**config.mk**
```make
export PLATFORM = sky130hd
export DESIGN_NAME = epo_pwm_top
export DESIGN_NICKNAME = d
export VERILOG_FILES = /design/src/design/epo_pkg.sv /design/src/design/epo_timer.sv /design/src/design/epo_pwm_top.sv
export SDC_FILE = /design/constraint.sdc
export NUM_CORES = 1
export LEC_CHECK = 0
export ABC_AREA = 0
export BUFFER_PORTS_ARGS = -buffer_cell sky130_fd_sc_hd__buf_2
export CAP_MARGIN = 20
export CORE_AREA = 10 10 154 263
export DETAILED_ROUTE_END_ITERATION = 6
export DIE_AREA = 0 0 164 273
export HOLD_SLACK_MARGIN = 0.03
export PLACE_DENSITY = 0.73
export REMOVE_ABC_BUFFERS = 1
export SLEW_MARGIN = 20
export SYNTH_ARGS = -nofsm -noshare
export SYNTH_HDL_FRONTEND = slang
export SYNTH_SLANG_ARGS = --single-unit
```
**constraint.sdc**
```tcl
create_clock -name clk -period 4.4 [get_ports clk]
set_input_delay 0 -clock clk [delete_from_list [all_inputs] [get_ports clk]]
set_output_delay 0 -clock clk [all_outputs]
set_load 0.02 [all_outputs]
```
**src/design/epo_pkg.sv**
```systemverilog
// Shared constants, field layouts and carrier types for the PWM output block.
// Assumes an 8-bit register port with one-cycle read latency and a 10 MHz clock.
package epo_pkg;

  // Block dimensions.
  localparam int NUM_UNITS = 5;
  localparam int NUM_ENH = 3;
  localparam int NUM_TMR = 3;
  localparam int PINS_PER_ENH = 4;
  localparam int NUM_PINS = 14;
  localparam int STD_PIN_BASE = 12;

  // Register indices on the 8-bit register port.
  localparam logic [7:0] ADDR_CTL_BASE = 8'h00;
  localparam logic [7:0] ADDR_DUTY_BASE = 8'h05;
  localparam logic [7:0] ADDR_BUF_BASE = 8'h0A;
  localparam logic [7:0] ADDR_TSEL0 = 8'h10;
  localparam logic [7:0] ADDR_TSEL1 = 8'h11;
  localparam logic [7:0] ADDR_PER_BASE = 8'h12;
  localparam logic [7:0] ADDR_TCTL_BASE = 8'h15;
  localparam logic [7:0] ADDR_CNT_BASE = 8'h18;
  localparam logic [7:0] ADDR_SHD_BASE = 8'h20;
  localparam logic [7:0] ADDR_DBD_BASE = 8'h23;
  localparam logic [7:0] ADDR_STR_BASE = 8'h26;
  localparam logic [7:0] ADDR_DIR_LO = 8'h30;
  localparam logic [7:0] ADDR_DIR_HI = 8'h31;
  localparam logic [7:0] ADDR_LAT_LO = 8'h32;
  localparam logic [7:0] ADDR_LAT_HI = 8'h33;

  // Implemented-bit masks; cleared positions always read as zero.
  localparam logic [7:0] MASK_CTL_ENH = 8'hFF;
  localparam logic [7:0] MASK_CTL_STD = 8'h3F;
  localparam logic [7:0] MASK_TSEL0 = 8'hDB;
  localparam logic [7:0] MASK_TSEL1 = 8'h0F;
  localparam logic [7:0] MASK_TCTL = 8'h7F;
  localparam logic [7:0] MASK_STR = 8'h0F;
  localparam logic [7:0] MASK_PIN_HI = 8'h3F;

  // Reset values.
  localparam logic [7:0] RST_ZERO = 8'h00;
  localparam logic [7:0] RST_PERIOD = 8'hFF;
  localparam logic [7:0] RST_STEER = 8'h01;
  localparam logic [7:0] RST_DIR = 8'hFF;
  localparam logic [9:0] RST_DUTY10 = 10'h000;

  // Unit control field positions.
  localparam int MODE_LSB = 0;
  localparam int DLOW_LSB = 4;
  localparam int ARR_LSB = 6;
  localparam int POL_AC_BIT = 1;
  localparam int POL_BD_BIT = 0;
  localparam logic [1:0] MODE_PWM_TAG = 2'h3;

  // Timer control field positions and prescale codes.
  localparam int TCTL_RUN_BIT = 2;
  localparam int TCTL_PS_LSB = 0;
  localparam logic [1:0] PS_DIV1 = 2'h0;
  localparam logic [1:0] PS_DIV4 = 2'h1;
  localparam logic [5:0] SUB_LAST1 = 6'h03;
  localparam logic [5:0] SUB_LAST4 = 6'h0F;
  localparam logic [5:0] SUB_LAST16 = 6'h3F;

  // Timer-select field positions, one per unit.
  localparam int TSEL_LSB [NUM_UNITS] = '{0, 3, 6, 0, 2};

  // Clock rate; the timers step from it directly.
  localparam int CLK_HZ = 10_000_000;

  // Output arrangement codes.
  typedef enum logic [1:0] {
    ARR_SINGLE = 2'b00,
    ARR_FULL_FWD = 2'b01,
    ARR_HALF = 2'b10,
    ARR_FULL_REV = 2'b11
  } epo_arr_type;

  // Per-unit start sequencing.
  typedef enum logic [2:0] {
    ST_IDLE = 3'b001,
    ST_WAIT = 3'b010,
    ST_RUN = 3'b100
  } epo_state_type;

  // Register port request.
  typedef struct packed {
    logic wr;
    logic rd;
    logic [7:0] addr;
    logic [7:0] wdata;
  } epo_bus_req_type;

  // Period timer configuration.
  typedef struct packed {
    logic run;
    logic [1:0] ps;
    logic [7:0] period;
  } epo_tmr_cfg_type;

  // Pin drive bundle.
  typedef struct packed {
    logic [NUM_PINS-1:0] level;
    logic [NUM_PINS-1:0] oe;
  } epo_pins_type;

endpackage

```
**src/design/epo_timer.sv**
```systemverilog
// One 8-bit period timer with prescaler and the two extra time-base bits.
// Assumes the caller holds its configuration and count-write strobe in clk domain.
`timescale 1ns/1ps
module epo_timer
  import epo_pkg::*;
(
  // Clock and reset.
  input wire logic clk,
  input wire logic nrst,
  // Configuration and software count write.
  input wire epo_tmr_cfg_type cfg,
  input wire logic cnt_wr,
  input wire logic [7:0] cnt_wdata,
  // Time base.
  output logic [7:0] count,
  output logic [1:0] tb_low,
  output logic roll
);

  logic [5:0] sub_reg;
  logic [7:0] count_reg;
  logic [5:0] sub_last;
  logic step;

  // Prescale picks both the step rate and which sub-count bits extend the count.
  always_comb begin
    case (cfg.ps)
      PS_DIV1: begin
        sub_last = SUB_LAST1;
        tb_low = sub_reg[1:0];
      end
      PS_DIV4: begin
        sub_last = SUB_LAST4;
        tb_low = sub_reg[3:2];
      end
      default: begin
        sub_last = SUB_LAST16;
        tb_low = sub_reg[5:4];
      end
    endcase
  end

  // The count steps every four clocks times the prescale, straight off clk. R1
  assign step = cfg.run && (sub_reg == sub_last);
  assign roll = step && (count_reg == cfg.period);
  assign count = count_reg;

  // Sub-count holds while stopped so the time base resumes where it left off.
  always_ff @(posedge clk or negedge nrst) begin
    if (!nrst) begin
      sub_reg <= 6'h00;
    end else if (cfg.run) begin
      sub_reg <= step ? 6'h00 : sub_reg + 6'h01;
    end
  end

  // Software writes win over the timer's own step.
  always_ff @(posedge clk or negedge nrst) begin
    if (!nrst) begin
      count_reg <= RST_ZERO;
    end else if (cnt_wr) begin
      count_reg <= cnt_wdata;
    end else if (roll) begin
      count_reg <= RST_ZERO;
    end else if (step) begin
      count_reg <= count_reg + 8'h01;
    end
  end

endmodule

```
**src/design/epo_pwm_top.sv**
```systemverilog
// Five PWM units over three period timers, with pin muxing and a register port.
// Assumes a same-clock register master: one-cycle strobes, read data one cycle later.
`timescale 1ns/1ps
// What this block does
// Timers step straight from the system clock, so output frequency follows it.
// Reset sets every pin to input and every register to its reset value.
// Units one to three are enhanced; units four and five are single-output only.
// Enhanced units drive up to four pins with ten-bit duty resolution.
// Period, timer control, timer select, duty byte and unit control shape the waveform.
// Enhanced units carry shutdown, dead-band and steering registers.
// The two-bit arrangement field picks one of four output arrangements.
// Pins follow the port latch except where the arrangement uses them.
// The four-bit mode field sets active polarity of each pin pair.
// Software clears a pin's direction bit before the pin is driven.
// Writing zero to unit control releases its pins.
// Pins unused by the arrangement stay free for other functions.
// After enabling, outputs wait for a new period so no pulse is cut.
// Unimplemented register bits read as zero.
// On period roll: clear count, set output unless duty zero, latch duty.
// Output clears when the ten-bit time base equals the buffered duty.
// Half-bridge drives A with the signal and B with its complement.
// Full-bridge forward holds A active, modulates D, holds B and C inactive.
// Each unit uses only the timer its two-bit select field names, and the first timer for code three.
// Duty low bits from unit control join below the duty byte.
module epo_pwm_top
  import epo_pkg::*;
(
  // Clock and reset.
  input wire logic clk,
  input wire logic nrst,
  // Register port.
  input wire epo_bus_req_type bus,
  output logic [7:0] rd_data,
  // Pins.
  output logic [NUM_PINS-1:0] pin_out,
  output logic [NUM_PINS-1:0] pin_oe,
  output logic [NUM_PINS-1:0] pin_pwm_owned
);

  // Register read views gathered from the generate blocks.
  logic [NUM_UNITS-1:0][7:0] ctl_rd;
  logic [NUM_UNITS-1:0][7:0] duty_rd;
  logic [NUM_UNITS-1:0][9:0] buf_rd;
  logic [NUM_ENH-1:0][7:0] shd_rd;
  logic [NUM_ENH-1:0][7:0] dbd_rd;
  logic [NUM_ENH-1:0][7:0] str_rd;
  logic [NUM_TMR-1:0][7:0] per_rd;
  logic [NUM_TMR-1:0][7:0] tctl_rd;
  logic [NUM_TMR-1:0][7:0] cnt_rd;
  logic [NUM_TMR-1:0][1:0] tb_low;
  logic [NUM_TMR-1:0] roll;

  logic [7:0] tsel0_reg;
  logic [7:0] tsel1_reg;
  logic [15:0] dir_reg;
  logic [15:0] lat_reg;
  logic [7:0] rd_data_reg;
  logic [7:0] rd_next;
  epo_pins_type pins_next;
  epo_pins_type pins_reg;
  logic [NUM_PINS-1:0] own_next;
  logic [NUM_PINS-1:0] own_reg;

  // Timer-select and pin registers; reserved bits are masked on the way in.
  always_ff @(posedge clk or negedge nrst) begin
    if (!nrst) begin
      tsel0_reg <= RST_ZERO;
      tsel1_reg <= RST_ZERO;
      dir_reg <= {RST_DIR & MASK_PIN_HI, RST_DIR};
      lat_reg <= {RST_ZERO, RST_ZERO};
    end else if (bus.wr) begin
      if (bus.addr == ADDR_TSEL0) begin
        tsel0_reg <= bus.wdata & MASK_TSEL0;
      end else if (bus.addr == ADDR_TSEL1) begin
        tsel1_reg <= bus.wdata & MASK_TSEL1;
      end else if (bus.addr == ADDR_DIR_LO) begin
        dir_reg[7:0] <= bus.wdata;
      end else if (bus.addr == ADDR_DIR_HI) begin
        dir_reg[15:8] <= bus.wdata & MASK_PIN_HI;
      end else if (bus.addr == ADDR_LAT_LO) begin
        lat_reg[7:0] <= bus.wdata;
      end else if (bus.addr == ADDR_LAT_HI) begin
        lat_reg[15:8] <= bus.wdata & MASK_PIN_HI;
      end
    end
  end

  // Period timers with their period and control registers.
  generate
    for (genvar t = 0; t < NUM_TMR; t++) begin : g_tmr
      localparam logic [7:0] A_PER = ADDR_PER_BASE + 8'(t);
      localparam logic [7:0] A_TCTL = ADDR_TCTL_BASE + 8'(t);
      localparam logic [7:0] A_CNT = ADDR_CNT_BASE + 8'(t);
      logic [7:0] per_reg;
      logic [7:0] tctl_reg;
      epo_tmr_cfg_type cfg;

      // Postscale bits are stored only; they never shape the period.
      always_ff @(posedge clk or negedge nrst) begin
        if (!nrst) begin
          per_reg <= RST_PERIOD;
          tctl_reg <= RST_ZERO;
        end else if (bus.wr && bus.addr == A_PER) begin
          per_reg <= bus.wdata;
        end else if (bus.wr && bus.addr == A_TCTL) begin
          tctl_reg <= bus.wdata & MASK_TCTL;
        end
      end

      assign cfg.run = tctl_reg[TCTL_RUN_BIT];
      assign cfg.ps = tctl_reg[TCTL_PS_LSB +: 2];
      assign cfg.period = per_reg;
      assign per_rd[t] = per_reg;
      assign tctl_rd[t] = tctl_reg;

      epo_timer u_tmr (
        .clk(clk),
        .nrst(nrst),
        .cfg(cfg),
        .cnt_wr(bus.wr && bus.addr == A_CNT),
        .cnt_wdata(bus.wdata),
        .count(cnt_rd[t]),
        .tb_low(tb_low[t]),
        .roll(roll[t])
      );
    end
  endgenerate

  // One PWM unit per entry; the first three carry the bridge logic.
  generate
    for (genvar i = 0; i < NUM_UNITS; i++) begin : g_unit
      localparam bit ENH = (i < NUM_ENH);
      localparam logic [7:0] A_CTL = ADDR_CTL_BASE + 8'(i);
      localparam logic [7:0] A_DUTY = ADDR_DUTY_BASE + 8'(i);
      localparam logic [7:0] MASK_CTL = ENH ? MASK_CTL_ENH : MASK_CTL_STD;
      logic [7:0] ctl_reg;
      logic [7:0] duty_reg;
      logic [9:0] buf_reg;
      logic pwm_reg;
      epo_state_type state_reg;
      logic [1:0] sel;
      logic [7:0] u_cnt;
      logic [1:0] u_low;
      logic u_roll;
      logic [9:0] duty_full;
      logic pwm_mode;
      logic running;
      logic pwm_on;
      logic mod;

      // Timer select code three has no timer behind it and falls back to the first.
      assign sel = ENH ? tsel0_reg[TSEL_LSB[i] +: 2] : tsel1_reg[TSEL_LSB[i] +: 2];
      always_comb begin
        case (sel)
          2'h1: begin
            u_cnt = cnt_rd[1];
            u_low = tb_low[1];
            u_roll = roll[1];
          end
          2'h2: begin
            u_cnt = cnt_rd[2];
            u_low = tb_low[2];
            u_roll = roll[2];
          end
          default: begin
            u_cnt = cnt_rd[0];
            u_low = tb_low[0];
            u_roll = roll[0];
          end
        endcase
      end

      assign duty_full = {duty_reg, ctl_reg[DLOW_LSB +: 2]};
      assign pwm_mode = (ctl_reg[MODE_LSB + 2 +: 2] == MODE_PWM_TAG);

      // Control and duty byte are writable at any time; the buffer shields the output.
      always_ff @(posedge clk or negedge nrst) begin
        if (!nrst) begin
          ctl_reg <= RST_ZERO;
          duty_reg <= RST_ZERO;
        end else if (bus.wr && bus.addr == A_CTL) begin
          ctl_reg <= bus.wdata & MASK_CTL;
        end else if (bus.wr && bus.addr == A_DUTY) begin
          duty_reg <= bus.wdata;
        end
      end

      // Double-buffered duty and the raw modulated level.
      always_ff @(posedge clk or negedge nrst) begin
        if (!nrst) begin
          buf_reg <= RST_DUTY10;
          pwm_reg <= 1'b0;
        end else if (u_roll) begin
          buf_reg <= duty_full;
          pwm_reg <= (duty_full != RST_DUTY10);
        end else if ({u_cnt, u_low} == buf_reg) begin
          pwm_reg <= 1'b0;
        end
      end

      // Enabling arms the unit; it starts only at the next roll of its timer.
      always_ff @(posedge clk or negedge nrst) begin
        if (!nrst) begin
          state_reg <= ST_IDLE;
        end else begin
          case (state_reg)
            ST_IDLE: begin
              if (pwm_mode) begin
                state_reg <= ST_WAIT;
              end
            end
            ST_WAIT: begin
              if (!pwm_mode) begin
                state_reg <= ST_IDLE;
              end else if (u_roll) begin
                state_reg <= ST_RUN;
              end
            end
            ST_RUN: begin
              if (!pwm_mode) begin
                state_reg <= ST_IDLE;
              end
            end
            default: state_reg <= ST_IDLE;
          endcase
        end
      end

      assign running = (state_reg == ST_RUN);
      // The match masks the level at once, so the pulse lasts exactly the duty count.
      assign pwm_on = pwm_reg && ({u_cnt, u_low} != buf_reg);
      assign mod = running && pwm_on;
      assign ctl_rd[i] = ctl_reg;
      assign duty_rd[i] = duty_reg;
      assign buf_rd[i] = buf_reg;

      if (ENH) begin : g_enh
        localparam logic [7:0] A_SHD = ADDR_SHD_BASE + 8'(i);
        localparam logic [7:0] A_DBD = ADDR_DBD_BASE + 8'(i);
        localparam logic [7:0] A_STR = ADDR_STR_BASE + 8'(i);
        logic [7:0] shd_reg;
        logic [7:0] dbd_reg;
        logic [7:0] str_reg;
        logic [3:0] act;
        logic [3:0] used;
        logic [3:0] pol;

        // Shutdown and dead-band settings are held for software only.
        always_ff @(posedge clk or negedge nrst) begin
          if (!nrst) begin
            shd_reg <= RST_ZERO;
            dbd_reg <= RST_ZERO;
            str_reg <= RST_STEER;
          end else if (bus.wr && bus.addr == A_SHD) begin
            shd_reg <= bus.wdata;
          end else if (bus.wr && bus.addr == A_DBD) begin
            dbd_reg <= bus.wdata;
          end else if (bus.wr && bus.addr == A_STR) begin
            str_reg <= bus.wdata & MASK_STR;
          end
        end

        // Bit order is D, C, B, A; act is the active-high meaning of each pin.
        always_comb begin
          case (epo_arr_type'(ctl_reg[ARR_LSB +: 2]))
            ARR_HALF: begin
              act = {2'b00, running && !pwm_on, mod};
              used = 4'b0011;
            end
            ARR_FULL_FWD: begin
              act = {mod, 1'b0, 1'b0, running};
              used = 4'b1111;
            end
            ARR_FULL_REV: begin
              act = {1'b0, running, mod, 1'b0};
              used = 4'b1111;
            end
            default: begin
              act = {4{mod}} & str_reg[3:0];
              used = str_reg[3:0];
            end
          endcase
        end

        // Mode bits pick active-low per pin pair, A with C and B with D.
        assign pol = {ctl_reg[MODE_LSB + POL_BD_BIT], ctl_reg[MODE_LSB + POL_AC_BIT],
                      ctl_reg[MODE_LSB + POL_BD_BIT], ctl_reg[MODE_LSB + POL_AC_BIT]};
        assign pins_next.level[i*PINS_PER_ENH +: PINS_PER_ENH] = act ^ pol;
        assign own_next[i*PINS_PER_ENH +: PINS_PER_ENH] = used & {4{pwm_mode}};
        assign shd_rd[i] = shd_reg;
        assign dbd_rd[i] = dbd_reg;
        assign str_rd[i] = str_reg;
      end else begin : g_std
        assign pins_next.level[STD_PIN_BASE + i - NUM_ENH] = mod;
        assign own_next[STD_PIN_BASE + i - NUM_ENH] = pwm_mode;
      end
    end
  endgenerate

  // A pin drives only while its direction bit is clear. R10
  assign pins_next.oe = ~dir_reg[NUM_PINS-1:0];

  // Pins not owned by a unit fall back to the port latch.
  always_ff @(posedge clk or negedge nrst) begin
    if (!nrst) begin
      pins_reg <= '0;
      own_reg <= '0;
    end else begin
      pins_reg.level <= (own_next & pins_next.level) | (~own_next & lat_reg[NUM_PINS-1:0]);
      pins_reg.oe <= pins_next.oe;
      own_reg <= own_next;
    end
  end

  assign pin_out = pins_reg.level;
  assign pin_oe = pins_reg.oe;
  assign pin_pwm_owned = own_reg;

  // Read decode; anything unmapped answers zero.
  always_comb begin
    rd_next = RST_ZERO;
    for (int k = 0; k < NUM_UNITS; k++) begin
      if (bus.addr == ADDR_CTL_BASE + 8'(k)) begin
        rd_next = ctl_rd[k];
      end else if (bus.addr == ADDR_DUTY_BASE + 8'(k)) begin
        rd_next = duty_rd[k];
      end else if (bus.addr == ADDR_BUF_BASE + 8'(k)) begin
        rd_next = buf_rd[k][9:2];
      end
    end
    for (int k = 0; k < NUM_TMR; k++) begin
      if (bus.addr == ADDR_PER_BASE + 8'(k)) begin
        rd_next = per_rd[k];
      end else if (bus.addr == ADDR_TCTL_BASE + 8'(k)) begin
        rd_next = tctl_rd[k];
      end else if (bus.addr == ADDR_CNT_BASE + 8'(k)) begin
        rd_next = cnt_rd[k];
      end else if (bus.addr == ADDR_SHD_BASE + 8'(k)) begin
        rd_next = shd_rd[k];
      end else if (bus.addr == ADDR_DBD_BASE + 8'(k)) begin
        rd_next = dbd_rd[k];
      end else if (bus.addr == ADDR_STR_BASE + 8'(k)) begin
        rd_next = str_rd[k];
      end
    end
    if (bus.addr == ADDR_TSEL0) begin
      rd_next = tsel0_reg;
    end else if (bus.addr == ADDR_TSEL1) begin
      rd_next = tsel1_reg;
    end else if (bus.addr == ADDR_DIR_LO) begin
      rd_next = dir_reg[7:0];
    end else if (bus.addr == ADDR_DIR_HI) begin
      rd_next = dir_reg[15:8];
    end else if (bus.addr == ADDR_LAT_LO) begin
      rd_next = lat_reg[7:0];
    end else if (bus.addr == ADDR_LAT_HI) begin
      rd_next = lat_reg[15:8];
    end
  end

  // Read data stand only in the cycle after the strobe; otherwise zero.
  always_ff @(posedge clk or negedge nrst) begin
    if (!nrst) begin
      rd_data_reg <= RST_ZERO;
    end else begin
      rd_data_reg <= bus.rd ? rd_next : RST_ZERO;
    end
  end

  assign rd_data = rd_data_reg;

endmodule

```
# Word-level counts from Yosys, hierarchy flattened
# Index checks and enable logic that the tools add are counted.
# totals
word_cells	415
regBits	381
# classes
bitwise_logic	33
reduce_logical	95
add_sub_neg	6
n_mux	114
n_eq_ne	111
# ops
op	count
8-bit two-way mux	49
8-bit by 6-bit == test with 1-bit output (second input constant)	13
8-bit by 5-bit == test with 1-bit output (second input constant)	11
8-bit case mux with 2 select lines	5
3-bit two-way mux	20
8-bit by 4-bit == test with 1-bit output (second input constant)	7
10-bit == test	5
10-bit != test	5
10-bit nonzero test	5
1-bit logical AND	47
3-bit case mux with 3 select lines	5
4-bit case mux with 3 select lines	3
6-bit case mux with 2 select lines	3
2-bit == test (second input constant)	16
8-bit by 3-bit == test with 1-bit output (second input constant)	4
2-bit case mux with 2 select lines	8
14-bit AND	2
14-bit inverter	2
3-bit AND reduction	9
8-bit by 1-bit adder with 8-bit output (second input constant)	3
4-bit AND	6
8-bit == test	3
4-bit case mux with 2 select lines	3
2-bit AND reduction	12
other kinds (26)	113

# Depth between registers and ports, before layout
# depth
ltp_word	41
ltp_mapped	12

# Hierarchy
# Synthesis repeated with hierarchy kept, for this count alone.
# unflattened
hier_cells	2081
area_unflattened_um2	21257.9
# by_module_without_submodules
mod	instances	cells_each	area_each_um2
epo_pwm_top	1	1764	18425.2
epo_timer at g_tmr[0].u_tmr ...	2	106	949.7
epo_timer at g_tmr[2].u_tmr	1	105	933.4

# Worst setup path after synthesis
# No wires, ideal clock.
# synth_path
path_kind	flip-flop to flip-flop
start	register tsel0_reg[3]
end	register pins_reg (netlist bit pin_out[5])
stages_incl_launch_ff	13
path_buffers	2
setup_slack_ns	1.472
t_required_ns	4.268
period_less_slack_ns	2.928
setup_time_ns	0.132
arrival_ns	2.796
path_cell_list	dfrtp_1 -> inv_1 -> ha_1 -> buf_2 -> buf_2 -> a221o_1 -> a21oi_1 -> o22a_1 -> nand4_1 -> or4_1 -> o2111a_1 -> o2111a_1 -> or3b_1
# synth_between
elab_chain_len	10
# synth_rtl
element	line	rtl
start, declared	epo_pwm_top.sv:53	logic [7:0] tsel0_reg;
start signal, assigned	epo_pwm_top.sv:73	tsel0_reg <= bus.wdata & MASK_TSEL0;
2-bit == test or 2-bit by 1-bit == test with 1-bit output (tied branches)	epo_pwm_top.sv:154	case (sel)
2-bit case mux with 2 select lines or 8-bit case mux with 2 select lines (tied branches)	epo_pwm_top.sv:154	
10-bit != test (*)	epo_pwm_top.sv:231	assign pwm_on = pwm_reg && ({u_cnt, u_low} != buf_reg);
1-bit logical AND (*)	epo_pwm_top.sv:231	
1-bit logical AND or 1-bit zero test (tied branches)	epo_pwm_top.sv:232, epo_pwm_top.sv:267	
4-bit AND or 1-bit logical AND (tied branches)	epo_pwm_top.sv:279, epo_pwm_top.sv:267	
4-bit case mux with 3 select lines (*)	epo_pwm_top.sv:265	case (epo_arr_type'(ctl_reg[ARR_LSB +: 2]))
4-bit bitwise XOR (*)	epo_pwm_top.sv:288	assign pins_next.level[i*PINS_PER_ENH +: PINS_PER_ENH] = act ^ pol;
14-bit AND (*)	epo_pwm_top.sv:309	pins_reg.level <= (own_next & pins_next.level) | (~own_next & lat_reg[NUM_PINS-1:0]);
14-bit bitwise OR (*)	epo_pwm_top.sv:309	
end, declared	epo_pwm_top.sv:60	epo_pins_type pins_reg;
# Mark *: on every way between the ends. The rest lies on a longest branch, timed or not.
# A chain may end at the register's enable or synchronous reset.

# Worst setup path after layout
# layout_path
start	register tsel0_reg[0]
end	register pins_reg (netlist bit pin_out[0])
# layout_between
elab_chain_len	10
# layout_rtl
element	line	rtl
2-bit == test or 2-bit by 1-bit == test with 1-bit output (tied branches)	epo_pwm_top.sv:154	
2-bit case mux with 2 select lines or 8-bit case mux with 2 select lines (tied branches)	epo_pwm_top.sv:154	
10-bit != test (*)	epo_pwm_top.sv:231	
1-bit logical AND (*)	epo_pwm_top.sv:231	
1-bit logical AND (*)	epo_pwm_top.sv:232	assign mod = running && pwm_on;
4-bit AND	epo_pwm_top.sv:279	act = {4{mod}} & str_reg[3:0];
4-bit case mux with 3 select lines (*)	epo_pwm_top.sv:265	
4-bit bitwise XOR (*)	epo_pwm_top.sv:288	
14-bit AND (*)	epo_pwm_top.sv:309	
14-bit bitwise OR (*)	epo_pwm_top.sv:309	
# Marked as above.

==> flow_metrics.py <==
metrics = {
    "die": {
        "initial_utilization_pct": 59.4,
        "boundaryPins": 70,
        "rows": 92,
        "die_w_um": 164,
        "core_sq_mm": 0.0359,
        "die-area_sq_mm": 0.0448,
        "die_h_um": 273,
    },
    "setup_path": {
        "crit_fanout": 11,
        "rr_worst_depth": 9,
        "worstPathArrival_ps": 4120,
        "r2r-start": "tsel0_reg[0]",
        "r2r-end": "pin_out[0]",
        "path_class": "flop to flop",
        "critPathRequiredTime_ps": 4820,
        "cp-start-kind": "flop",
        "end_kind": "flop",
        "rrSetupSlack_ps": 690,
    },
    "sta": {
        "tns_ps": 0,
        "rsz0062_at_grt": "no",
        "relSlewSlack_pct": 17.0,
        "hold_viol": 0,
        "max_freq_mhz": 270,
        "skew_ps": 20.4,
        "slew_violations": 0,
        "worst_pin_slew_ps": 1250,
        "period_needed_ps": 3710,
        "finalCritPeriodShare_pct": 84.2,
        "setup-violations-final": 0,
    },
    "synth": {
        "syn_avg_cell_area_sq_um": 10.2,
        "yosysWarningCount": 0,
        "synth_seq_cells": 381,
        "ys_async_sr_fraction_pct": 100,
        "synth_cells": 2082,
        "netlist_area_sq_mm": 0.0213,
        "synth_top_flop_cell": "dfrtp_1",
        "yosysUniqueCellTypes": 87,
        "ys_seq_area_share_pct": 45.0,
        "synth_edf_count": 0,
    },
    "routing": {
        "drt-initial-drc-count": 2134,
        "drt_drc_violations_left": 9,
        "dr.pass1.iters": 7,
        "vias_per_cell": 7.18,
        "routed_wl_mm": 85.6,
        "wl_per_cell_um": 32.9,
        "ant_nets": 0,
        "vias": 18694,
    },
    "clock_tree": {
        "cts.sinks": 381,
        "clockBufferDepth": 3,
        "cts.repair.resized": 0,
        "numCtsBuffers": 38,
        "cts_max_level": 2,
        "cts_setup_buffers": 0,
        "cts_root_buf": "clkbuf_16",
        "clk_pin_slew_ps": 60,
        "cts_tree": "built",
        "clk_latency_ps": 550,
    },
    "global_route": {
        "grt_first_pass_wirelength_mm": 123,
        "antenna_found_initial": 0,
        "grt_max_degree": 120,
        "grt.overflow.total": 0,
        "grt_pass1_vias": 18583,
        "track_usage_pct": 37.6,
    },
    "pwr": {
        "leakage_nw": 10.6,
        "worst_ir_drop_vdd_uv": 370,
        "p_per_area_mw_per_mm2": 389,
    },
    "hold_path": {
        "hp-class": "input pin to asynchronous set/reset pin",
    },
    "flow_run": {
        "cap_violations": 0,
    },
    "cells_and_area": {
        "syn_to_final_growth_pct": 10.0,
        "drive_gt1_share_pct": 26.2,
        "num-fill-cells": 2943,
        "nets": 2139,
        "final_cells": 2603,
        "largest_reg_flops": 50,
    },
    "place": {
        "gp_congestion": 1.06,
        "io_buffers": 69,
        "post-place-cells": 2531,
        "hpwl_mm": 60.4,
    },
    "outcome": {
        "status": "complete, but fails checks",
        "violations": "DRC",
    },
}
-- critical path, stage by stage, from the launching register on --
cell and delay (ps):
dfrtp_1 400, inv_1 110, ha_1 580, o211ai_1 440
a31oi_1 510, xor2_1 180, nor3_1 640, o21ai_0 230
xor2_1 210, mux2_2 290
-- layer usage --
layer  track usage, %  share of wire (%)  vias to the layer above
met5                0                  0                        -
met3             7.86                9.4                      445
met2             60.6                 47                     1217
met1             41.5                 33                     9227
li1                 -                  -                     7805
met4             31.8                 11                        0
-- layout by cell type (no fill, tap or decap), drive strengths merged, types with 8 or more instances in the layout --
cell type,n
a211oi,19
a21oi,137
a221o,32
a221oi,29
a22o,10
a22oi,44
a31oi,14
and2,10
and3,51
buf,122
clkbuf,53
dfrtp,335
dfstp,46
ha,16
inv,51
mux2,283
nand2,146
nand2b,55
nand3,34
nand4,20
nor2,111
nor2b,19
nor3,37
nor3b,18
nor4,15
o2111ai,8
o211ai,27
o21a,10
o21ai,111
o221ai,16
o22a,13
o22ai,32
or3,10
or4,19
xnor2,27
xor2,43
-- cells by family after synthesis --
group	share of synthesized area, %
AO/OA/AOI/OAI	17.8
XOR/XNOR	2.87
adder cells (fa/ha/maj)	0.939
buffers and inverters	3.63
flip-flops	45.0
multiplexers	15.1
AND/OR/NAND/NOR	14.7
-- repair_timing --
action,in CTS,in global routing
hold buffers,2,0
hold endpoints to repair,104,0
setup endpoints to repair,0,0
-- Yosys cell counts, types with 5 or more instances --
cell       instances  area (sq um)
nand4_1           20           125
a22oi_1           42           315
o21ai_0          110           551
a221o_1           32           320
o211ai_1          27           203
or3_1             10          62.6
nor4bb_1           5          50.1
a221oi_1          27           236
a32oi_1            7          61.3
dfstp_2           46          1210
a21o_1             6          45.0
o22ai_1           32           200
o21a_1            10          75.1
or3b_1             5          43.8
xor2_1            43           377
nor2_1           107           402
inv_1             49           184
nand2b_1          55           344
o2111ai_1          8          70.1
xnor2_1           27           236
buf_2             27           135
nor2b_1           19           119
a21oi_1          135           676
and2_1             9          56.3
nand2_1          146           548
nor3b_1           18           135
and3_1            49           307
a22o_1            10          87.6
a31oi_1           14          87.6
nor4_1            14          87.6
nor3_1            33           165
o22a_1            13           114
nand3_1           34           170
mux2_2           283          3190
or4_1             17           128
clkbuf_1         113           424
ha_1              16           200
dfrtp_1          335          8380
o221ai_1          16           140
a211oi_1          16           120
-- stage by stage --
stage	hold slack, ps	utilization [%]	cell area (sq um)	setup slack (ps)	power (mW)
after floorplan	-296	-	20700	1330	4.87
after global placement	52.3	61.6	22100	867	5.60
after detailed placement	64.7	61.6	22100	909	5.65
after CTS	96.1	65.3	23500	896	9.04
after global routing	74.7	65.3	23500	607	9.36
final	42.1	65.3	23500	694	9.12
-- power by group --
group | leakage (nW) | total [mW] | switching, mW | internal [mW]
Sequential | 4.91 | 4.13 | 0.427 | 3.71
Combinational | 5.07 | 1.57 | 0.957 | 0.612
Clock | 0.629 | 3.42 | 1.43 | 1.99
Total | 10.6 | 9.12 | 2.82 | 6.31
-- how the worst max path moves through the flow --
stage / startpoint / endpoint / slack (ps)
after floorplan: g_tmr[2].tctl_reg[1] / g_unit[4].state_reg[2] / 1330
after global placement: tsel0_reg[6] / pin_out[8] / 870
after detailed placement: tsel0_reg[1] / pin_out[0] / 910
after CTS: tsel0_reg[1] / pin_out[0] / 900
after global routing: tsel0_reg[0] / pin_out[0] / 610
final: tsel0_reg[0] / pin_out[0] / 690
-- cell type report --
class / instances / area [sq um] / share of cell area (%)
Antenna cell: 1 / 2.50 / 0.0107
Inverter: 50 / 188 / 0.800
Multi-Input combinational cell: 1508 / 11000 / 46.9
Tap cell: 470 / 588 / 2.51
Clock inverter: 16 / 198 / 0.843
Clock buffer: 53 / 1100 / 4.68
Timing Repair Buffer: 124 / 801 / 3.41
Sequential cell: 381 / 9590 / 40.9
No activity file was read; power rests on OpenSTA's default activity.
